[src/logic/eag_pkg.sv]
package eag_pkg;

   // Instruction classes as they affect operand addressing
   typedef enum logic [3:0] {
      CL_BYTE_MOVE = 4'h0,
      CL_WORD_MOVE = 4'h1,
      CL_WORD_ALU = 4'h2,
      CL_SMALL_STEP = 4'h3,
      CL_MULDIV = 4'h4,
      CL_BYTE_ALU = 4'h5,
      CL_BIT_REGNUM = 4'h6,
      CL_BIT_IMM = 4'h7,
      CL_BRANCH = 4'h8,
      CL_JUMP = 4'h9,
      CL_PUSH = 4'ha,
      CL_POP = 4'hb,
      CL_SYNC = 4'hc,
      CL_OTHER = 4'hd
   } eag_class_e;

   typedef enum logic [3:0] {
      M_REG = 4'h0,
      M_IND = 4'h1,
      M_DISP = 4'h2,
      M_POSTINC = 4'h3,
      M_PREDEC = 4'h4,
      M_ABS8 = 4'h5,
      M_ABS16 = 4'h6,
      M_IMM8 = 4'h7,
      M_IMM16 = 4'h8,
      M_PCREL = 4'h9,
      M_MEMIND = 4'ha
   } eag_mode_e;

   typedef enum logic [1:0] {
      ST_IDLE = 2'b00,
      ST_WAIT = 2'b01
   } eag_state_e;

   localparam logic [2:0] STACK_REG = 3'h7;
   localparam logic [7:0] SHORT_ABS_PAGE = 8'hff;
   localparam logic [7:0] MEMIND_PAGE = 8'h00;
   localparam int BITIDX_LSB = 4;
   localparam logic [15:0] STEP_BYTE = 16'h0001;
   localparam logic [15:0] STEP_WORD = 16'h0002;
   localparam logic [15:0] ADDR_RESET = 16'h0000;

endpackage

[src/logic/eag_top.sv]
`timescale 1ns/100ps
`default_nettype none

// Summary of operation
// - Register direct is byte wide except word move/alu, small step, mul, div.
// - Register indirect uses the whole 16-bit register as the address.
// - Displacement mode, moves only, adds bytes 3-4 to the register.
// - Post-increment accesses at the register, then adds 1 or 2.
// - Pre-decrement subtracts 1 or 2 first, then accesses the new value.
// - Short absolute byte moves force the upper address byte to ones.
// - 16-bit absolute only for byte move, word move, jump and call.
// - Immediate is byte 2 (8 bits) or bytes 3-4; 16-bit for word moves.
// - Small-step add/subtract carry an implied immediate of 1 or 2.
// - Immediate bit index is three bits from byte 2 or byte 4.
// - Branches add sign-extended byte 2 to the program counter.
// - Memory indirect reads the target word from page zero.
// - Odd word or branch addresses lose bit 0, no error raised.
// - Byte arithmetic and logic take register direct or immediate only.
// - Data transfers skip relative and memory indirect; byte moves skip 16-bit immediate, word moves short absolute and 8-bit immediate.
// - Bit ops address by register, indirect or short absolute.
// - Push is word pre-decrement, pop word post-increment, via stack.
// - The two synchronised byte-transfer instructions are refused.
// - Register seven is the stack pointer for stack modes.
// - The program counter bit 0 is always taken as zero.
module eag_top import eag_pkg::*; (
   input wire logic CLOCK,
   input wire logic RST_N,
   input wire logic REQ_VALID,
   input wire eag_class_e REQ_CLASS,
   input wire eag_mode_e REQ_MODE,
   input wire logic REQ_STORE,
   input wire logic REQ_STEP2,
   input wire logic REQ_BIT_BYTE4,
   input wire logic [3:0] REQ_REG,
   input wire logic [3:0] REQ_BITREG,
   input wire logic [7:0] REQ_BYTE2,
   input wire logic [15:0] REQ_BYTE34,
   input wire logic [127:0] REG_FILE,
   input wire logic [15:0] PROGRAM_COUNTER,
   input wire logic [15:0] MEM_RD_DATA,
   input wire logic MEM_RD_VALID,
   output logic BUSY,
   output logic EA_DONE,
   output logic EA_ILLEGAL,
   output logic EA_MEM,
   output logic IS_BRANCH,
   output logic [15:0] EA_ADDR,
   output logic ACC_WORD,
   output logic [15:0] OPERAND_VALUE,
   output logic IMM_VALID,
   output logic [15:0] IMM_VALUE,
   output logic [2:0] BIT_INDEX,
   output logic WB_EN,
   output logic [2:0] WB_REG,
   output logic [15:0] WB_DATA,
   output logic MEM_RD_REQ,
   output logic [15:0] MEM_RD_ADDR
);

   eag_state_e st_q;
   logic acc, legal_c, word_c, jump_c, al_c;
   logic mem_c, immv_c, wb_c, br_c, rdreq_c;
   logic [2:0] sel_c, bit_c;
   logic [7:0] bv_c;
   logic [15:0] rv_c, step_c, base_c, off_c, sum_c, sum_al_c;
   logic [15:0] ea_c, imm_c, opv_c;

   function automatic logic [15:0] reg_pick(input logic [127:0] f,
                                            input logic [2:0] s);
      return f[{s, 4'h0} +: 16];
   endfunction

   // Byte registers: field bit 3 picks the low half
   function automatic logic [7:0] byte_pick(input logic [127:0] f,
                                            input logic [3:0] s);
      logic [15:0] w;
      w = reg_pick(f, s[2:0]);
      return s[3] ? w[7:0] : w[15:8];
   endfunction

   function automatic logic [15:0] even_addr(input logic [15:0] a,
                                             input logic w);
      return w ? {a[15:1], 1'b0} : a;
   endfunction

   function automatic logic is_word(input eag_class_e c,
                                    input eag_mode_e m);
      logic wd;
      wd = c == CL_WORD_MOVE || c == CL_PUSH || c == CL_POP;
      if (m == M_REG && (c == CL_WORD_ALU || c == CL_SMALL_STEP ||
                         c == CL_MULDIV)) begin
         wd = 1'b1;
      end
      return wd;
   endfunction

   function automatic logic mode_ok(input eag_class_e c,
                                    input eag_mode_e m,
                                    input logic st);
      logic ok, mv;
      ok = 1'b0;
      // Loads walk up, stores walk down
      mv = m != M_PCREL && m != M_MEMIND &&
           !(m == M_POSTINC && st) && !(m == M_PREDEC && !st);
      case (c)
         CL_BYTE_MOVE: ok = mv && m != M_IMM16;
         CL_WORD_MOVE: ok = mv && m != M_ABS8 && m != M_IMM8;
         CL_WORD_ALU, CL_SMALL_STEP, CL_MULDIV, CL_OTHER: ok = m == M_REG;
         CL_BYTE_ALU: ok = m == M_REG || m == M_IMM8;
         CL_BIT_REGNUM, CL_BIT_IMM: begin
            ok = m == M_REG || m == M_IND || m == M_ABS8;
         end
         CL_BRANCH: ok = m == M_PCREL;
         CL_JUMP: ok = m == M_IND || m == M_ABS16 || m == M_MEMIND;
         CL_PUSH: ok = m == M_PREDEC;
         CL_POP: ok = m == M_POSTINC;
         default: ok = 1'b0;
      endcase
      return ok;
   endfunction

   assign acc = st_q == ST_IDLE && REQ_VALID;

   always_comb begin
      jump_c = REQ_CLASS == CL_JUMP;
      // Stack classes always go through register seven
      sel_c = (REQ_CLASS == CL_PUSH || REQ_CLASS == CL_POP) ?
              STACK_REG : REQ_REG[2:0];
      rv_c = reg_pick(REG_FILE, sel_c);
      word_c = is_word(REQ_CLASS, REQ_MODE);
      step_c = word_c ? STEP_WORD : STEP_BYTE;
      legal_c = mode_ok(REQ_CLASS, REQ_MODE, REQ_STORE);
      base_c = rv_c;
      off_c = 16'h0000;
      al_c = word_c;
      case (REQ_MODE)
         M_DISP: off_c = REQ_BYTE34;
         M_POSTINC: off_c = step_c;
         M_PREDEC: off_c = 16'h0000 - step_c;
         M_PCREL: begin
            base_c = {PROGRAM_COUNTER[15:1], 1'b0};
            off_c = {{8{REQ_BYTE2[7]}}, REQ_BYTE2};
            al_c = 1'b1;
         end
         default: off_c = 16'h0000;
      endcase
   end

   eag_addr_add u_add (
      .base(base_c),
      .offset(off_c),
      .align(al_c),
      .sum(sum_c),
      .sum_aligned(sum_al_c)
   );

   always_comb begin
      ea_c = 16'h0000;
      imm_c = 16'h0000;
      opv_c = 16'h0000;
      mem_c = 1'b0;
      immv_c = 1'b0;
      wb_c = 1'b0;
      br_c = 1'b0;
      rdreq_c = 1'b0;
      bv_c = byte_pick(REG_FILE, REQ_BITREG);
      bit_c = 3'h0;
      case (REQ_MODE)
         M_REG: begin
            opv_c = word_c ? reg_pick(REG_FILE, REQ_REG[2:0]) :
                    {8'h00, byte_pick(REG_FILE, REQ_REG)};
         end
         M_IND: begin
            ea_c = even_addr(rv_c, word_c || jump_c);
            mem_c = !jump_c;
            br_c = jump_c;
         end
         M_DISP: begin
            ea_c = sum_al_c;
            mem_c = 1'b1;
         end
         M_POSTINC: begin
            ea_c = even_addr(rv_c, word_c);
            mem_c = 1'b1;
            wb_c = 1'b1;
         end
         M_PREDEC: begin
            ea_c = sum_al_c;
            mem_c = 1'b1;
            wb_c = 1'b1;
         end
         M_ABS8: begin
            ea_c = {SHORT_ABS_PAGE, REQ_BYTE2};
            mem_c = 1'b1;
         end
         M_ABS16: begin
            ea_c = even_addr(REQ_BYTE34, word_c || jump_c);
            mem_c = !jump_c;
            br_c = jump_c;
         end
         M_IMM8: begin
            imm_c = {8'h00, REQ_BYTE2};
            immv_c = 1'b1;
         end
         M_IMM16: begin
            imm_c = REQ_BYTE34;
            immv_c = 1'b1;
         end
         M_PCREL: begin
            ea_c = sum_al_c;
            br_c = 1'b1;
         end
         M_MEMIND: rdreq_c = 1'b1;
         default: ea_c = 16'h0000;
      endcase
      if (REQ_CLASS == CL_SMALL_STEP) begin
         imm_c = REQ_STEP2 ? STEP_WORD : STEP_BYTE;
         immv_c = 1'b1;
      end
      if (REQ_CLASS == CL_BIT_IMM) begin
         bit_c = REQ_BIT_BYTE4 ? REQ_BYTE34[BITIDX_LSB +: 3] :
                 REQ_BYTE2[BITIDX_LSB +: 3];
      end else if (REQ_CLASS == CL_BIT_REGNUM) begin
         bit_c = bv_c[2:0];
      end
   end

   always_ff @(posedge CLOCK or negedge RST_N) begin
      if (!RST_N) begin
         st_q <= ST_IDLE;
      end else begin
         case (st_q)
            ST_IDLE: begin
               if (acc && legal_c && rdreq_c) begin
                  st_q <= ST_WAIT;
               end
            end
            ST_WAIT: begin
               if (MEM_RD_VALID) begin
                  st_q <= ST_IDLE;
               end
            end
            default: st_q <= ST_IDLE;
         endcase
      end
   end

   // Pointer fetch from page zero; the answer may take any number of cycles
   always_ff @(posedge CLOCK or negedge RST_N) begin
      if (!RST_N) begin
         BUSY <= 1'b0;
         MEM_RD_REQ <= 1'b0;
         MEM_RD_ADDR <= ADDR_RESET;
      end else begin
         MEM_RD_REQ <= acc && legal_c && rdreq_c;
         if (acc && legal_c && rdreq_c) begin
            BUSY <= 1'b1;
            MEM_RD_ADDR <= {MEMIND_PAGE, REQ_BYTE2[7:1], 1'b0};
         end else if (st_q == ST_WAIT && MEM_RD_VALID) begin
            BUSY <= 1'b0;
         end
      end
   end

   always_ff @(posedge CLOCK or negedge RST_N) begin
      if (!RST_N) begin
         EA_DONE <= 1'b0;
         EA_ILLEGAL <= 1'b0;
         EA_MEM <= 1'b0;
         IS_BRANCH <= 1'b0;
         EA_ADDR <= ADDR_RESET;
         ACC_WORD <= 1'b0;
         OPERAND_VALUE <= 16'h0000;
         IMM_VALID <= 1'b0;
         IMM_VALUE <= 16'h0000;
         BIT_INDEX <= 3'h0;
         WB_EN <= 1'b0;
         WB_REG <= 3'h0;
         WB_DATA <= 16'h0000;
      end else begin
         EA_DONE <= (acc && !(legal_c && rdreq_c)) ||
                    (st_q == ST_WAIT && MEM_RD_VALID);
         if (acc) begin
            // A refused request shows only the flag, nothing to act on
            EA_ILLEGAL <= !legal_c;
            EA_MEM <= legal_c && mem_c;
            IS_BRANCH <= legal_c && br_c;
            EA_ADDR <= ea_c;
            ACC_WORD <= word_c;
            OPERAND_VALUE <= opv_c;
            IMM_VALID <= legal_c && immv_c;
            IMM_VALUE <= imm_c;
            BIT_INDEX <= bit_c;
            WB_EN <= legal_c && wb_c;
            WB_REG <= sel_c;
            WB_DATA <= sum_c;
         end else if (st_q == ST_WAIT && MEM_RD_VALID) begin
            IS_BRANCH <= 1'b1;
            EA_ADDR <= {MEM_RD_DATA[15:1], 1'b0};
         end
      end
   end
endmodule

`default_nettype wire

[src/logic/eag_addr_add.sv]
`timescale 1ns/100ps
`default_nettype none

// Sixteen-bit address adder; carries out of bit 15 are dropped on purpose
module eag_addr_add (
   input wire logic [15:0] base,
   input wire logic [15:0] offset,
   input wire logic align,
   output logic [15:0] sum,
   output logic [15:0] sum_aligned
);

   logic [16:0] full;

   always_comb begin
      full = {1'b0, base} + {1'b0, offset};
      sum = full[15:0];
      sum_aligned = align ? {full[15:1], 1'b0} : full[15:0];
   end

endmodule

`default_nettype wire

[config.mk]
export PLATFORM = sky130hd
export DESIGN_NAME = eag_top
export DESIGN_NICKNAME = d
export VERILOG_FILES = /design/src/logic/eag_pkg.sv /design/src/logic/eag_top.sv /design/src/logic/eag_addr_add.sv
export SDC_FILE = /design/constraint.sdc
export NUM_CORES = 1
export LEC_CHECK = 0
export BUFFER_PORTS_ARGS = -buffer_cell sky130_fd_sc_hd__buf_2
export CAP_MARGIN = 20
export CORE_ASPECT_RATIO = 0.9
export CORE_MARGIN = 4
export CORE_UTILIZATION = 30
export DETAILED_ROUTE_END_ITERATION = 12
export HOLD_SLACK_MARGIN = 0.08
export PLACE_DENSITY_LB_ADDON = 0.12
export SYNTH_ARGS = -nofsm -noshare
export SYNTH_HDL_FRONTEND = slang
export SYNTH_HIERARCHICAL = 1
export SYNTH_SLANG_ARGS = --single-unit
[constraint.sdc]
create_clock -name CLOCK -period 2 [get_ports CLOCK]
set_input_delay 0.3 -clock CLOCK [delete_from_list [all_inputs] [get_ports CLOCK]]
set_output_delay 0.3 -clock CLOCK [all_outputs]
set_load 0.02 [all_outputs]
Yosys cells after proc, flatten, opt, wreduce, memory -nomap -nowiden
Index checks and enable logic that the tools add are counted.

Register bits after elaboration: 88. Logic and storage cells: 139. Output and inout port bits: 95.

Add/sub/neg operators: 2. Reduce and logical (&&, ||, !) cells: 50. Mux-type cells: 37. Equality and inequality tests: 30. Shifts and indexed selects: 3.

Operator list (count): $shiftx 128x8->16 (2); $shiftx 128x8->11 (1); $mux 16 (6); $pmux 16 s5 (1); $pmux 16 s4 (1); $eq 4x3->1 const B (8); $eq 4x4->1 const B (8); $pmux 16 s2 (1); $logic_and 1x1->1 (19); $add 16x16->16 (1); $eq 4x2->1 const B (4); $mux 3 (5); $mux 1 (14); $logic_or 1x1->1 (12); $ne 4x4->1 const B (3); $pmux 1 s9 (1); $eq 4x1->1 const B (2); $logic_not 4->1 (2); $mux 2 (4); $mux 8 (1); $ne 4x3->1 const B (2); $reduce_or 2->1 (4); $reduce_or 4->1 (2); $logic_not 1->1 (6); 10 further kinds (12).

Logic depth before layout (Yosys ltp)
Gate-level depths: netlist (run 1).

Word-level depth: 12. Mapped depth: 22. Gate-level depth less buffers: 18.

Cells and area by module
The synthesis (run 1) kept the hierarchy.

By module, submodules not included: eag_top (instances 1, area an instance 6957.9 sq um, cells an instance 804); eag_addr_add (instances 1, area an instance 854.6 sq um, cells an instance 111).

Worst setup path before layout (run 1)
OpenSTA, ideal clock, no wires.

Path type: input port to flip-flop. Start point: input REQ_REG[0]. End point: register EA_ADDR[14]. Data arrival time: 3.920 ns. Path buffers: 3. Stages: 17. Library setup time: 0.127 ns. Setup slack: -2.048 ns. Cell sequence: buf_2 buf_2 mux4_2 a221o_1 mux2_2 fa_1 a21o_1 a221oi_4 o21ai_2 a41oi_2 xnor2_1 buf_4 a21oi_1 a2bb2oi_1 o22ai_1 a21oi_1 o22ai_1.

Cells in the longest elaborated chain, start to end: 6.

RTL lines: start: declaration (line eag_top.sv:34) `input wire logic [3:0] REQ_REG,`; $mux 3 (line eag_top.sv:127) `sel_c = (REQ_CLASS == CL_PUSH || REQ_CLASS == CL_POP) ?`; $shiftx 128x8->16 (line eag_top.sv:70) `return f[{s, 4'h0} +: 16];`; $mux 16 (line eag_top.sv:136) `case (REQ_MODE)`; named net base_c[1] (line eag_top.sv:65) `logic [15:0] rv_c, step_c, base_c, off_c, sum_c, sum_al_c;`; $add 16x16->16 (line eag_addr_add.sv:16) `full = {1'b0, base} + {1'b0, offset};`; named net sum_c[14] (line eag_top.sv:65); $pmux 16 s5 (line eag_top.sv:168) `case (REQ_MODE)`; $mux 16 (line eag_top.sv:283) `if (acc) begin`; end signal: assignment (line eag_top.sv:299) `EA_ADDR <= {MEM_RD_DATA[15:1], 1'b0};`; end: declaration (line eag_top.sv:47) `output logic [15:0] EA_ADDR,`.

The timed path passes the listed nets, and every way through them passes these cells. A chain may end at the register's enable or synchronous reset.

Final worst setup path (run 1)
Start point: input REQ_REG[0]. End point: register EA_ADDR[13].

Same word-level chain as after synthesis.

==> impl_metrics.yaml, run 1 <==
timing:
  slew_viol_final: 0
  finalHoldViolCount: 0
  rsz0062_at_grt: "yes"
  fmax_mhz: 283
  maxSlewHeadroom_pct: 63.9
  hold_ws_ns: 0.222
  worst_pin_slew_ns: 0.535
  setup_viol: 39
  skew_ns: 0.00880
  fin_crit_ns: 3.53
  setup_slack_ns: -1.53
  fin_crit_sh_pct: 177
clock_network:
  numCtsBuffers: 9
  h-tree-depth: 3
  clk_pin_slew_worst_paths_ns: 0.07
  clock_path_buffers: 2
  clk_latency_ns: 0.35
  cts_root_buffer: "clkbuf_16"
  cts_tree: "built"
  cts.sinks: 87
synthesis:
  synthXorXnorAreaFrac_pct: 1.68
  synthAdderAreaFrac_pct: 2.66
  synthArstFlopShare_pct: 100
  synth_cell_types: 71
  yosysMostFrequentCell: "nand2_1"
  synth_top_family_by_area: "compound AO/OA/AOI/OAI gates"
  synth_area_leader_cell: "dfrtp_1"
  netlist_top_cells_area: "dfrtp_1 (28%), mux4_2 (8.9%), nand2_1 (5.5%)"
  ys_seq_area_share_pct: 27.9
  synth_commonest_cells: "nand2_1 (114), dfrtp_1 (87), o21ai_0 (76)"
  syn_avg_cell_area_um2: 8.54
  synth_compound_gate_area_share_pct: 28.1
  synth.top_cell.area_share_pct: 27.9
  ys.flop_type: "dfrtp_1"
  yosys_warnings: 6
  syn_area_um2: 7810
  synthMuxAreaShare_pct: 15.0
  synthSimpleGateAreaFrac_pct: 18.0
  synth_edf_count: 0
  ys_ff_latch: 87
  syn-instance-count: 915
global_route:
  track_usage_pct: 25.2
  grt_use_met1_pct: 34.8
  busiest_layer: "met2"
  use_met3_pct: 5.05
  grt_pass1_wl_mm: 55.5
  antenna_found_initial: 3
  met2_usage_pct: 40.3
  grt_max_degree: 47
  grt_pass1_vias: 9553
  overflow: 0
job:
  maxCapViolCount: 0
worst_setup_path:
  crit_path_end_kind: "flop"
  start_kind: "input port"
  critPathLaunch: "REQ_REG[0]"
  critPathMaxFanout: 5
  crit_required_ns: 2.27
  r2r_setup_slack_ns: 0.07
  reg2reg_to: "EA_ADDR[7]"
  reg2regPathDepth: 5
  arrival_ns: 3.80
  r2r-start: "st_q[0]"
  worst-setup-path-type: "input port to flop"
die:
  num_rows: 55
  start_util_pct: 30.8
  dieArea_um2: 28700
  dieWidth_um: 178
  coreArea_um2: 25400
  die_h_um: 161
  top_level_ports: 302
placement:
  gp_congestion: 0.910
  placedInstanceArea_um2: 11400
  dp_hpwl_mm: 29.9
  port_buffers: 290
cells_and_area:
  stdcell_area_um2: 12700
  syn2layout_area_growth_pct: 62.6
  nets: 1637
  drive_gt1_share_pct: 52.8
route:
  ant_nets: 0
  wl_mm: 37.1
  wl_per_cell_um: 21.0
  routed_via_density: 5.27
  firstDrtPassIters: 5
  first_iter_violations: 748
  drc: 0
  vias: 9286
power:
  power_leakage_nw: 6.36
  power_density_nw_per_um2: 571
  ir_worst_vdd_v: 0.000391
hold_path:
  whs_endpoint: "IMM_VALUE[15]"
  hold_path_depth: 2
  min_path_type: "input port to flop"
  min_from: "REQ_BYTE34[15]"
outcome:
  outcome: "finished, violations left"
  violations: "setup timing"
## metrics by stage
step | TNS [ns] | cells | util (%) | setup WS [ns] | power [mW]
detailed placement | -56.56 | 1707 | 44.9 | -1.95 | 5.05
CTS | -32.33 | 1759 | 49.5 | -1.47 | 7.21
global placement | -56.41 | 1707 | 44.9 | -1.96 | 5.04
global route | -36.18 | 1763 | 50.0 | -1.66 | 7.67
floorplan | -31.80 | 923 | - | -1.65 | 3.73
finish | -33.00 | 1763 | 50.0 | -1.53 | 7.26
## registers in the layout (all words and copies together), names as in the netlist
name	cells
EA_ADDR	16
EA_DONE	1
EA_MEM	1
WB_DATA	16
WB_REG	3
ACC_WORD	1
IMM_VALID	1
OPERAND_VALUE	16
BUSY	1
IS_BRANCH	1
EA_ILLEGAL	1
BIT_INDEX	3
MEM_RD_ADDR	7
MEM_RD_REQ	1
IMM_VALUE	16
WB_EN	1
st_q	1
## timing repair
item	CTS	global route
hold endpoints to repair	20	0
buffers inserted	35	17
pin swaps	58	50
hold buffers	1	0
gates cloned	3	0
gates resized for setup	111	40
endpoints found under the setup margin	48	40
## critical path, stage by stage
cell and delay [ns]:
buf_12 0.11, buf_12 0.12, mux4_2 0.50, a221o_1 0.41, mux2_4 0.30, ha_1 0.31, a211oi_2 0.27, buf_4 0.17
o21ai_4 0.06, a21boi_2 0.20, buf_4 0.16, nor2_2 0.04, a211oi_4 0.21, a21oi_1 0.10, a2bb2oi_1 0.14, o22ai_1 0.19
a21oi_1 0.09, o22ai_1 0.10
## worst max path at each step
stage,to,slack [ns],cells past startpoint
finish,EA_ADDR[13],-1.53,18
global route,EA_ADDR[14],-1.66,17
CTS,EA_ADDR[10],-1.47,17
detailed placement,EA_ADDR[11],-1.95,21
global placement,EA_ADDR[11],-1.96,19
floorplan,EA_ADDR[14],-1.65,17
## cells in the final DEF (no fill, tap or decap), types with 6 or more instances in the layout
cell and count:
a221oi_2 7, dfrtp_1 87, ha_1 9, mux2i_1 20, mux4_2 31, clkbuf_16 9
o211a_1 6, a221oi_1 8, a21oi_2 14, buf_4 239, a22oi_1 15, buf_6 34
mux2_2 7, ha_4 6, buf_12 12, a21oi_1 55, a211oi_1 7, a31oi_1 13
and2_1 20, buf_2 284, o22ai_1 17, o211ai_1 6, nor2_1 69, a2bb2oi_1 6
a211o_1 8, nor2b_1 13, inv_1 11, conb_1 9, a21o_1 22, a22o_1 20
nor3_1 6, nand2_2 10, a221o_1 7, nand2_1 101, nand2b_1 20, mux2_4 14
o21ai_0 67, nand3b_1 9
## per-layer routing
layer	up-vias	routed length, um
met1	4494	16600
met3	52	2660
li1	4386	-
met2	352	17000
met4	2	870
met5	-	7
## power breakdown
part,internal (mW),switching [mW]
Clock,0.987,0.799
Sequential,1.92,0.0992
Combinational,1.69,1.77
## cell families (layout without fill, tap and decap cells)
family	after synthesis	after routing
adders and majority gates	16	16
AOI/OAI and AO/OA	327	327
other	1	11
xor gates and xnor gates	15	15
muxes	73	73
and+or+nand+nor	291	291
DFF	87	87
buffers and inverters	105	601
## final cells by class
cell class | count | area [um2]
diodes | 2 | 5.00
repair buffers | 574 | 3930
fillers | 2470 | 12700
well taps | 342 | 428
clock inverters | 7 | 80.1
inverters | 11 | 41.3
multi-input cells | 731 | 5810
flip-flops and latches | 87 | 2180
clock buffers | 9 | 225
(Power assumes the default switching activity.)
==> run 2: changes to the inputs <==
- clock period: 2 -> 2.9 ns (I/O delays scaled with it)
==> impl_metrics.yaml, run 2 (same netlist as run 1, synthesis figures left out) <==
outcome:
  outcome: "finished, violations left"
  violations: "setup timing"
timing:
  slew_viol_final: 0
  setup_viol: 22
  worst_pin_slew_ns: 0.628
  maxSlewHeadroom_pct: 58.0
  finalHoldViolCount: 0
  fin_crit_sh_pct: 125
  fmax_mhz: 277
  fin_crit_ns: 3.62
  hold_ws_ns: 0.340
  setup_slack_ns: -0.715
  skew_ns: 0.0206
  rsz0062_at_grt: "yes"
worst_setup_path:
  start_kind: "input port"
  cp_slowest_stage_delay_ns: 0.52
  r2r_setup_slack_ns: 0.86
  critPathLaunch: "REQ_REG[0]"
  crit_path_end_kind: "flop"
  cpMaxStageDelayCell: "mux4_2"
  crit_chain: "buf_12, buf_12, mux4_2, a221o_1, mux2_4, ha_1, a211oi_2, buf_4, o21ai_2, a21boi_2, nand2_1, xor2_2, buf_4, mux2i_1, o22ai_2, a21oi_1, o22ai_1"
  critPathMaxFanout: 7
  worst-setup-path-type: "input port to flop"
  crit_required_ns: 3.14
  arrival_ns: 3.85
  r2r-start: "st_q[0]"
clock_network:
  cts.sinks: 87
  cts_root_buffer: "clkbuf_16"
  clk_latency_ns: 0.37
  numCtsBuffers: 9
  h-tree-depth: 3
  clock_path_buffers: 2
  cts_tree: "built"
  clk_pin_slew_worst_paths_ns: 0.07
route:
  drc: 0
  wl_per_cell_um: 20.6
  routed_via_density: 5.29
  ant_nets: 0
  firstDrtPassIters: 5
  vias: 8932
  wl_mm: 34.8
  first_iter_violations: 613
die:
  num_rows: 55
  die_h_um: 161
  coreArea_um2: 25400
  start_util_pct: 30.8
  dieArea_um2: 28700
  top_level_ports: 302
  dieWidth_um: 178
cells_and_area:
  nets: 1564
  syn2layout_area_growth_pct: 52.1
  final_common_cell: "buf_2"
  drive_gt1_share_pct: 49.7
  final_cell_mix: "buf_2 (287), buf_4 (187), nand2_1 (112)"
global_route:
  grt_pass1_vias: 8945
  grt_max_degree: 55
  grt_pass1_wl_mm: 52.1
  overflow: 0
  antenna_found_initial: 1
  track_usage_pct: 23.6
power:
  p_total_mw: 4.73
  power_density_nw_per_um2: 398
  ir_worst_vdd_v: 0.000264
  power_leakage_nw: 5.88
placement:
  dp_hpwl_mm: 28.1
  port_buffers: 290
  gp_congestion: 0.911
  pre_cts_slack_ns: -1.28
hold_path:
  min_from: "REQ_BYTE34[12]"
  min_path_type: "input port to flop"
job:
  maxCapViolCount: 0
run 2: cell count changes in the layout (fill, tap and decap cells not counted), moves of 4 or more:
cell / change
nand2_1: +11
buf_12: -5
o21ai_0: -4
buf_6: -18
nand2_2: -9
a21oi_1: -5
buf_4: -52
o21ai_2: +5
run 2: metal layers:
layer	GRT usage, %	routed length (um)	up-vias	part of all wire, %
met1	33.5	16100	4358	46
met4	5.80	739	0	2.1
met3	4.03	2100	37	6.0
li1	-	-	4225	-
met2	37.5	15800	312	46
met5	0	0	-	0
run 2: critical path: cells and delay by family:
family / cells / cell delay, ns
xor+xnor: 1 / 0.17
simple gates: 1 / 0.11
buf+inv: 4 / 0.54
mux: 3 / 0.98
fa+ha+maj: 1 / 0.31
compound gates: 7 / 1.29
run 2: repair_timing:
item | 4_1_cts | 5_1_grt
hold buffers | 1 | 0
endpoints found under the setup margin | 24 | 24
resized for setup | 54 | 47
hold endpoints to repair | 33 | 0
gates cloned | 1 | 0
pin swaps | 33 | 38
setup buffers | 14 | 12
run 2: per-stage QoR:
step	util [%]	std cells	TNS, ns	cell area [um2]
global route	46.8	1689	-10.77	11900
global placement	43.0	1649	-21.77	10900
detailed placement	43.0	1649	-22.95	10900
floorplan	-	923	-8.98	8160
CTS	45.7	1680	-8.39	11600
finish	46.8	1689	-7.96	11900
run 2: cell type report:
type | count | area (um2)
tap | 342 | 428
sequential | 87 | 2180
multi-input combinational | 731 | 5730
clock inverter | 6 | 52.6
timing repair buffer | 501 | 3220
fill | 2599 | 13500
clock buffer | 10 | 229
inverter | 11 | 41.3
antenna | 1 | 2.50
run 2: path summary, 6_finish.rpt:
path                               endpoint  cells after the start
max                             EA_ADDR[11]                     17
min                           IMM_VALUE[12]                      2
min in group asynchronous  OPERAND_VALUE[8]                      2
max in group asynchronous        WB_DATA[9]                      3
max reg2reg                      EA_ADDR[9]                      5
min reg2reg                     WB_DATA[13]                      2
run 2: report_power, final:
| group | internal [mW] | switching, mW |
|---|---|---|
| clock | 0.596 | 0.568 |
| combinational | 1.03 | 1.14 |
| sequential | 1.32 | 0.0624 |
| total | 2.95 | 1.77 |
